## src/rtl/sdcl_consts.vh

```
// Constants for the serial code loader: widths, decode sizes, reset values.
// Assumes inclusion by bare name from the loader; the FIFO does not include it.
//
// Behaviour
// - Each serial clock rise shifts one bit while select is low, none else.
// - Load select rising queues the shift register's code bits in a buffer that the holding one drains; with the buffer full the frame is dropped.
// - The code is 14 bits with bit 13 on top, sent top bit first.
// - Up to 16 bits may be shifted and only the last 14 are transferred.
// - Top three held bits drive seven equal legs, the rest binary legs.
// - Each leg control is ground or output node, never a third state.
// - Serial data is captured on the rising edge of the serial clock.
// - Leading surplus bits are discarded and never reach the loaded code.
`ifndef SDCL_CONSTS_VH
`define SDCL_CONSTS_VH

// Code and shift register sizes
`define SDCL_CODE_W 14
`define SDCL_SHIFT_W 16
`define SDCL_CODE_MSB 13
`define SDCL_CODE_LSB 0

// Segmented decode of the top bits
`define SDCL_SEG_BITS 3
`define SDCL_SEG_LEGS 7
`define SDCL_BIN_LEGS 11

// Buffering between frame end and holding register
`define SDCL_FIFO_DEPTH 4
`define SDCL_FIFO_AW 2

// Frame bit counter
`define SDCL_CNT_W 5
`define SDCL_CNT_ONE 5'h01
`define SDCL_CNT_MAX 5'h1f

// Reset values
`define SDCL_CODE_RST 14'h0000
`define SDCL_SHIFT_RST 16'h0000
`define SDCL_SEG_RST 7'h00
`define SDCL_BIN_RST 11'h000
`define SDCL_CNT_RST 5'h00

// Pin and pulse reset levels
`define SDCL_PIN_LOW 1'b0
`define SDCL_SEL_IDLE 1'b1
`define SDCL_PULSE_RST 1'b0

`endif

```

## src/rtl/sdcl_fifo.v

```verilog
// Small synchronous FIFO with valid/ready on both sides.
// Assumes one clock and a synchronous active-low reset.
`timescale 1ns/100ps

module sdcl_fifo #(
  parameter WIDTH = 14,
  parameter DEPTH = 4,
  parameter AW = 2
) (
  input wire clk_i,              // System clock
  input wire rst_b_i,            // Synchronous reset, active low
  input wire in_valid_i,         // Word offered
  output wire in_ready_o,        // Room for a word
  input wire [WIDTH-1:0] in_data_i, // Word to store
  output wire out_valid_o,       // Word available
  input wire out_ready_i,        // Drain accepts word
  output wire [WIDTH-1:0] out_data_o // Oldest word
);

  reg [WIDTH-1:0] mem_q [0:DEPTH-1];
  reg [AW-1:0] wr_ptr_q;
  reg [AW-1:0] rd_ptr_q;
  reg [AW:0] count_q;
  wire push;
  wire pop;

  // Honest full and empty from the fill count
  assign in_ready_o = (count_q != DEPTH[AW:0]);
  assign out_valid_o = (count_q != {(AW+1){1'b0}});
  assign push = in_valid_i & in_ready_o;
  assign pop = out_valid_o & out_ready_i;
  assign out_data_o = mem_q[rd_ptr_q];

  // Storage write
  always @(posedge clk_i) begin
    if (push) begin
      mem_q[wr_ptr_q] <= in_data_i;
    end
  end

  // Pointers wrap at the depth
  always @(posedge clk_i) begin
    if (!rst_b_i) begin
      wr_ptr_q <= {AW{1'b0}};
      rd_ptr_q <= {AW{1'b0}};
      count_q <= {(AW+1){1'b0}};
    end else begin
      if (push) begin
        wr_ptr_q <= (wr_ptr_q == DEPTH[AW-1:0] - 1'b1) ? {AW{1'b0}}
                    : wr_ptr_q + 1'b1;
      end
      if (pop) begin
        rd_ptr_q <= (rd_ptr_q == DEPTH[AW-1:0] - 1'b1) ? {AW{1'b0}}
                    : rd_ptr_q + 1'b1;
      end
      if (push && !pop) begin
        count_q <= count_q + 1'b1;
      end else if (pop && !push) begin
        count_q <= count_q - 1'b1;
      end
    end
  end

endmodule

```

## src/rtl/sdcl_code_loader.v

```verilog
// Serial code loader: shifts a code in from a three-wire link and drives
// the ladder leg switch controls from a holding register.
// Assumes the serial pins are asynchronous to clk_i and that each serial
// clock level lasts at least two clk_i periods.
`timescale 1ns/100ps

`include "sdcl_consts.vh"

module sdcl_code_loader #(
  parameter CODE_W = `SDCL_CODE_W,
  parameter SHIFT_W = `SDCL_SHIFT_W,
  parameter FIFO_DEPTH = `SDCL_FIFO_DEPTH,
  parameter FIFO_AW = `SDCL_FIFO_AW
) (
  input wire clk_i,               // System clock, 125 MHz
  input wire rst_b_i,             // Synchronous reset, active low
  input wire serial_clk_i,        // Serial clock pin
  input wire serial_code_in_i,    // Serial data pin
  input wire load_sel_b_i,        // Load select pin, active low
  input wire update_ready_i,      // Holding register may take a code
  output wire load_ready_o,       // Room for another frame
  output reg load_drop_o,         // Frame lost, buffer full
  output reg load_short_o,        // Frame had fewer than code bits
  output reg code_update_o,       // Holding register just loaded
  output wire [CODE_W-1:0] code_o, // Held code
  output wire code_top_bit_o,     // Held code, top bit
  output wire code_bottom_bit_o,  // Held code, bottom bit
  output wire [`SDCL_SEG_LEGS-1:0] seg_legs_o, // Equal-weight legs
  output wire [CODE_W-`SDCL_SEG_BITS-1:0] bin_legs_o // Binary legs
);

  // Width of the binary-weighted part of the code
  localparam BIN_W = CODE_W - `SDCL_SEG_BITS;

  // Pin synchronisers and edge history
  reg sclk_meta_q;
  reg sclk_sync_q;
  reg sclk_prev_q;
  reg sel_meta_q;
  reg sel_sync_q;
  reg sel_prev_q;
  reg sdi_meta_q;
  reg sdi_sync_q;

  // Shift path
  reg [SHIFT_W-1:0] shift_q;
  reg [SHIFT_W-1:0] shift_d;
  reg [`SDCL_CNT_W-1:0] bits_q;
  reg [`SDCL_CNT_W-1:0] bits_d;

  // Holding register and leg drivers
  reg [CODE_W-1:0] code_q;
  reg [`SDCL_SEG_LEGS-1:0] seg_q;
  reg [BIN_W-1:0] bin_q;

  // Edge strobes and buffer outputs
  wire sclk_rise;
  wire sel_rise;
  wire shift_en;
  wire fifo_out_valid;
  wire [CODE_W-1:0] fifo_out_data;
  wire hold_load;
  wire [`SDCL_SEG_LEGS-1:0] seg_next;

  // Serial clock pin: two flops, then edge history
  always @(posedge clk_i) begin
    if (!rst_b_i) begin
      sclk_meta_q <= `SDCL_PIN_LOW;
      sclk_sync_q <= `SDCL_PIN_LOW;
      sclk_prev_q <= `SDCL_PIN_LOW;
    end else begin
      sclk_meta_q <= serial_clk_i;
      sclk_sync_q <= sclk_meta_q;
      sclk_prev_q <= sclk_sync_q;
    end
  end

  // Select pin resets to its idle level, so no false rise after reset
  always @(posedge clk_i) begin
    if (!rst_b_i) begin
      sel_meta_q <= `SDCL_SEL_IDLE;
      sel_sync_q <= `SDCL_SEL_IDLE;
      sel_prev_q <= `SDCL_SEL_IDLE;
    end else begin
      sel_meta_q <= load_sel_b_i;
      sel_sync_q <= sel_meta_q;
      sel_prev_q <= sel_sync_q;
    end
  end

  // Data pin: two flops, same latency as the clock path
  always @(posedge clk_i) begin
    if (!rst_b_i) begin
      sdi_meta_q <= `SDCL_PIN_LOW;
      sdi_sync_q <= `SDCL_PIN_LOW;
    end else begin
      sdi_meta_q <= serial_code_in_i;
      sdi_sync_q <= sdi_meta_q;
    end
  end

  assign sclk_rise = sclk_sync_q & ~sclk_prev_q;
  // select returning high ends a frame
  assign sel_rise = sel_sync_q & ~sel_prev_q;
  // shift only while select is low
  assign shift_en = sclk_rise & ~sel_sync_q;

  // Next shift contents and frame bit count
  always @* begin
    shift_d = shift_q;
    bits_d = bits_q;
    if (shift_en) begin
      // earlier bits move up, first bit ends on top
      shift_d = {shift_q[SHIFT_W-2:0], sdi_sync_q};
      if (bits_q != `SDCL_CNT_MAX) begin
        bits_d = bits_q + `SDCL_CNT_ONE;
      end
    end else if (sel_rise) begin
      bits_d = `SDCL_CNT_RST;
    end
  end

  // Shift register update
  always @(posedge clk_i) begin
    if (!rst_b_i) begin
      shift_q <= `SDCL_SHIFT_RST;
    end else begin
      shift_q <= shift_d;
    end
  end

  // Frame bit counter update
  always @(posedge clk_i) begin
    if (!rst_b_i) begin
      bits_q <= `SDCL_CNT_RST;
    end else begin
      bits_q <= bits_d;
    end
  end

  // Frame lost: select rose while the buffer was full
  always @(posedge clk_i) begin
    if (!rst_b_i) begin
      load_drop_o <= `SDCL_PULSE_RST;
    end else begin
      load_drop_o <= sel_rise & ~load_ready_o;
    end
  end

  // Short frame: fewer shifts than code bits
  always @(posedge clk_i) begin
    if (!rst_b_i) begin
      load_short_o <= `SDCL_PULSE_RST;
    end else begin
      load_short_o <= sel_rise & (bits_q < CODE_W[`SDCL_CNT_W-1:0]);
    end
  end

  // only the newest code bits enter the buffer
  // older leading bits are left behind
  sdcl_fifo #(
    .WIDTH(CODE_W),
    .DEPTH(FIFO_DEPTH),
    .AW(FIFO_AW)
  ) u_fifo (
    .clk_i(clk_i),
    .rst_b_i(rst_b_i),
    .in_valid_i(sel_rise),
    .in_ready_o(load_ready_o),
    .in_data_i(shift_q[CODE_W-1:0]),
    .out_valid_o(fifo_out_valid),
    .out_ready_i(update_ready_i),
    .out_data_o(fifo_out_data)
  );

  // the oldest buffered code moves to the holding register
  assign hold_load = fifo_out_valid & update_ready_i;

  // thermometer decode of the top bits
  genvar k;
  generate
    for (k = 0; k < `SDCL_SEG_LEGS; k = k + 1) begin : g_seg
      localparam [`SDCL_SEG_BITS-1:0] LEG_IDX = k;
      assign seg_next[k] =
        (fifo_out_data[CODE_W-1:BIN_W] > LEG_IDX);
    end
  endgenerate

  // holding register keeps its value, zero after reset
  always @(posedge clk_i) begin
    if (!rst_b_i) begin
      code_q <= `SDCL_CODE_RST;
    end else if (hold_load) begin
      code_q <= fifo_out_data;
    end
  end

  // Load strobe, set by the same edge that loads the code
  always @(posedge clk_i) begin
    if (!rst_b_i) begin
      code_update_o <= `SDCL_PULSE_RST;
    end else begin
      code_update_o <= hold_load;
    end
  end

  // Leg switch drivers load together with the code
  always @(posedge clk_i) begin
    if (!rst_b_i) begin
      seg_q <= `SDCL_SEG_RST;
      bin_q <= `SDCL_BIN_RST;
    end else if (hold_load) begin
      seg_q <= seg_next;
      // lower bits each drive one binary leg
      bin_q <= fifo_out_data[BIN_W-1:0];
    end
  end

  // two-state leg controls, 1 steers to output node
  assign seg_legs_o = seg_q;
  assign bin_legs_o = bin_q;
  assign code_o = code_q;
  // top and bottom bits of the held code
  assign code_top_bit_o = code_q[`SDCL_CODE_MSB];
  assign code_bottom_bit_o = code_q[`SDCL_CODE_LSB];

endmodule

```

## config.mk

```make
export PLATFORM = sky130hd
export DESIGN_NAME = sdcl_code_loader
export DESIGN_NICKNAME = d
export VERILOG_FILES = /design/src/rtl/sdcl_fifo.v /design/src/rtl/sdcl_code_loader.v
export VERILOG_INCLUDE_DIRS = /design/src /design/src/rtl
export SDC_FILE = /design/constraint.sdc
export NUM_CORES = 1
export LEC_CHECK = 0
export ABC_AREA = 1
export BUFFER_PORTS_ARGS = -buffer_cell sky130_fd_sc_hd__buf_4
export CAP_MARGIN = 20
export CORE_ASPECT_RATIO = 0.8
export CORE_UTILIZATION = 52
export DETAILED_ROUTE_END_ITERATION = 16
export PLACE_DENSITY = 0.74
export SYNTH_ARGS = -nofsm -noshare
export SYNTH_HDL_FRONTEND = slang
export SYNTH_SLANG_ARGS = --single-unit
```

## constraint.sdc

```tcl
create_clock -name clk_i -period 1.9 [get_ports clk_i]
set_input_delay 0.285 -clock clk_i [delete_from_list [all_inputs] [get_ports clk_i]]
set_output_delay 0.285 -clock clk_i [all_outputs]
set_load 0.05 [all_outputs]
```

==> results.md <==
- Status: finished, final reports clean
- CP arrival: 2150 ps
- Clk root buf: clkbuf_8
- TritonCTS clock tree: built
- First-pass GRT wire length: 14000 microns
- Critical path type: flip-flop to flip-flop
- Initial antenna violation count: 0
- Warning count from the yosys run: 0
- Clk pwr share: 38.6%
- Element type at the critical path start: flip-flop
- Sequential element share of the synthesized area: between 60% and 70%
- Detail Route Antenna Nets: 0
- Design area: about 5500 sq um
- Max-Slew Margin vs Limit: 65.6%
- Floorplan row count: 29
- Place WS: -7.49 ps
- Bufs and invs on worst path: 3
- Synthesized area: about 4500 sq um
- Layout cell share with drive strength beyond 1: about 23%
- Finished Layout Cells: between 500 and 600
- Slew at the pin closest to its max-slew limit: roughly 510 ps
- Logic pwr share: about 28%
- Worst hold start: rst_b_i
- Final setup margin: between 100 and 150 ps
- CP most frequent cell: inv_1
- Placed Instances: around 560
- Synth cell types: 30
- H-tree levels: 4
- PortBufs: 43
- HP Class: primary input to flip-flop
- Power Density: around 1600 nW/um^2
- Leak: ~0.0022 uW
- Area Growth Syn to Fin: 23.1%
- CP delay by family, top: adder cells
- Max VDD drop: roughly 1000 uV
- Die W: roughly 110 microns
- Tmin final: ~1800 ps
- Slew Viols, Final: 0
- ANT cells: 0
- DRC Markers: 0
- Reg-to-reg slack, setup: between 100 and 150 ps
- Critical-path top delay cell: fa_2
- Number of synthesized register bits: approximately 120
- FF-to-FF End: u_fifo.count_q[1]
- Starting Density: approximately 55%
- Sequential share of power: about a third
- Core Footprint: slightly above 8000 sq um
- Reg2Reg Launch Point: u_fifo.count_q[0]
- Pin count of the biggest net entering global routing: 43
- Crit-path max FO: 4
- Post-DP Area: 4820 sq um
- Fmax: around 560 MHz
- Later-pin clock latency in the skew report: 500 ps
- Vias per cell: 5.06
- CTS sink count: between 100 and 150
- Hold endpoint: code_update_o
- Endpoints failing hold: 0
- Unrepaired setup endpoints after global routing: false
- Final Skew: about 9 ps
- Worst-path clk slew: roughly 50 ps
- Crit path capture type: flip-flop
- Clock buffer count from CTS: 17
- Worst-path cell chain: inv_2, nand3_4, nand2_2, inv_1, ha_1, inv_1, fa_2, o21ai_0, a21oi_1
- Dpl hpwl: between 4000 and 5000 microns
- Max-cap violation count: 0
- Mean Syn Cell Area: about 10 sq um
- Critical path depth in cells: 9
- Die Height: between 80 and 90 microns
- P_sw: roughly 3000 uW
- Final Core Density: between 60 and 70%
- Cells on worst reg2reg path: 9
- Nets: between 400 and 500
- Final setup violation count: 0
- Syn nets: 448
- Die area: between 9000 and 10000 sq um
- Crit path required time: 2280 ps
- Total GRT Usage: between 20% and 30%
- Post-Route WL: ~8500 microns
- Final worst-path cycle share: a little over 90%
- CTS Buffer Depth: 2
- Gr ovfl total: 0
- Hold path depth: 3
- Worst Setup SP: u_fifo.count_q[0]
- Cells after Synth: between 400 and 500
- TritonRoute pass-1 iters: 5
- I/O Pins: 44
- Wire per inst: 14.1 microns
- Placer's final routability congestion estimate: about 0.8
- Number of global-route vias before repair: 2942
- Vias: around 3000
- Initial DRC count: roughly 270
- Min Hold Slack: between 200 and 250 ps
- Critical path's largest stage delay: between 400 and 500 ps
- Pint: 5950 uW
- Switching share of power: ~34%
per-stage QoR:
step           power (uW)  TNS, ps
2_1_floorplan        5060        0
3_3_place_gp         5470        0
3_5_place_dp         5520    -7.49
4_1_cts              9010        0
5_1_grt              9370        0
6_report             8980        0
kinds of logic (layout without fill, tap and decap cells):
family | count (synthesis) | after routing | synth area share, %
compound gates | 90 | 90 | 10.8
fa+ha+maj | 9 | 9 | 2.67
buf+inv | 64 | 122 | 7.55
flops | 116 | 116 | 64.2
simple gates | 154 | 154 | 14.8
worst min-delay path, cell delays in order:
cell    delay, ps
buf_4          90
inv_1         190
nor2_1        150
how the worst max path moves through the flow:
| stage | endpoint |
|---|---|
| after global routing | u_fifo.count_q[2] |
| after global placement | u_fifo.count_q[2] |
| after floorplan | u_fifo.count_q[2] |
| after detailed placement | u_fifo.count_q[2] |
| after CTS | u_fifo.count_q[2] |
| final | u_fifo.count_q[1] |
cell type report:
class / instances / area, sq um
Clock inverter: 14 / 234
Inverter: 33 / 124
Tap cell: 108 / 135
Fill cell: 570 / 2640
Multi-Input combinational cell: 253 / 1300
Timing Repair Buffer: 57 / 435
Clock buffer: 18 / 418
Sequential cell: 116 / 2890
what timing repair did:
| action | in CTS | in global routing |
|---|---|---|
| setup endpoints to repair | 1 | 1 |
| resized for setup | 3 | 4 |
| endpoints found under the hold margin | 3 | 0 |
| hold buffers | 3 | 0 |
| setup buffers | 0 | 1 |
| pin swaps | 0 | 1 |
| cloned | 0 | 0 |
Yosys cell counts:
library cell | count | share of area [%]
a21oi_2 | 1 | 0.20
buf_2 | 3 | 0.33
nand2_1 | 37 | 3.1
nand2_4 | 2 | 0.50
nand3_1 | 7 | 0.78
o21ai_2 | 1 | 0.20
o211a_1 | 1 | 0.22
o21ai_0 | 42 | 4.7
clkbuf_2 | 1 | 0.11
buf_4 | 17 | 2.8
inv_2 | 6 | 0.50
a211oi_1 | 2 | 0.33
clkbuf_1 | 6 | 0.50
o21ai_1 | 15 | 1.7
o22ai_1 | 11 | 1.5
fa_1 | 1 | 0.45
o31ai_1 | 1 | 0.17
nand2_2 | 4 | 0.56
or2_2 | 2 | 0.28
inv_1 | 27 | 2.3
edfxtp_1 | 56 | 37
a21oi_1 | 16 | 1.8
dfxtp_1 | 60 | 27
buf_6 | 4 | 1.0
ha_1 | 8 | 2.2
nand3_2 | 4 | 0.89
nor2_1 | 93 | 7.8
nor3_1 | 2 | 0.22
nor2_2 | 2 | 0.28
nor2_8 | 1 | 0.45
cells in the final DEF, fill, tap and decap left out, types with 3 or more instances in the layout:
| master | synthesis | layout |
|---|---|---|
| a21oi_1 | 16 | 15 |
| buf_4 | 17 | 54 |
| bufinv_16 | 0 | 6 |
| clkbuf_16 | 0 | 16 |
| clkinvlp_4 | 0 | 3 |
| dfxtp_1 | 60 | 58 |
| dlygate4sd3_1 | 0 | 3 |
| edfxtp_1 | 56 | 56 |
| ha_1 | 8 | 8 |
| inv_1 | 27 | 26 |
| inv_2 | 6 | 7 |
| nand2_1 | 37 | 36 |
| nand2_2 | 4 | 5 |
| nand3_1 | 7 | 6 |
| nand3_2 | 4 | 4 |
| nor2_1 | 93 | 93 |
| o21ai_0 | 42 | 40 |
| o21ai_1 | 15 | 17 |
| o22ai_1 | 11 | 11 |
state kept, by name, indices dropped and copies added, names as in the netlist, 2 cells and up, named ones only:
signal	cells
u_fifo.mem_q	56
code_o	14
shift_q	14
seg_legs_o	7
bits_q	5
u_fifo.count_q	3
u_fifo.rd_ptr_q	2
u_fifo.wr_ptr_q	2
layer usage:
layer | global-route usage [%] | share of wire, % | up-vias
met5 | 0 | 0 | -
met4 | 6.44 | 0.85 | 0
met3 | 6.91 | 5.9 | 7
met2 | 35.8 | 49 | 108
met1 | 24.9 | 44 | 1386
li1 | - | - | 1527
power groups by stage:
stage / registers, uW / logic, uW / clock network (uW)
after floorplan: 3570 / 1490 / 0
after global placement: 3030 / 2440 / 0
after detailed placement: 3040 / 2470 / 0
after CTS: 3000 / 2510 / 3510
after global routing: 3030 / 2710 / 3620
final: 3000 / 2510 / 3470
(Power assumes the default switching activity.)
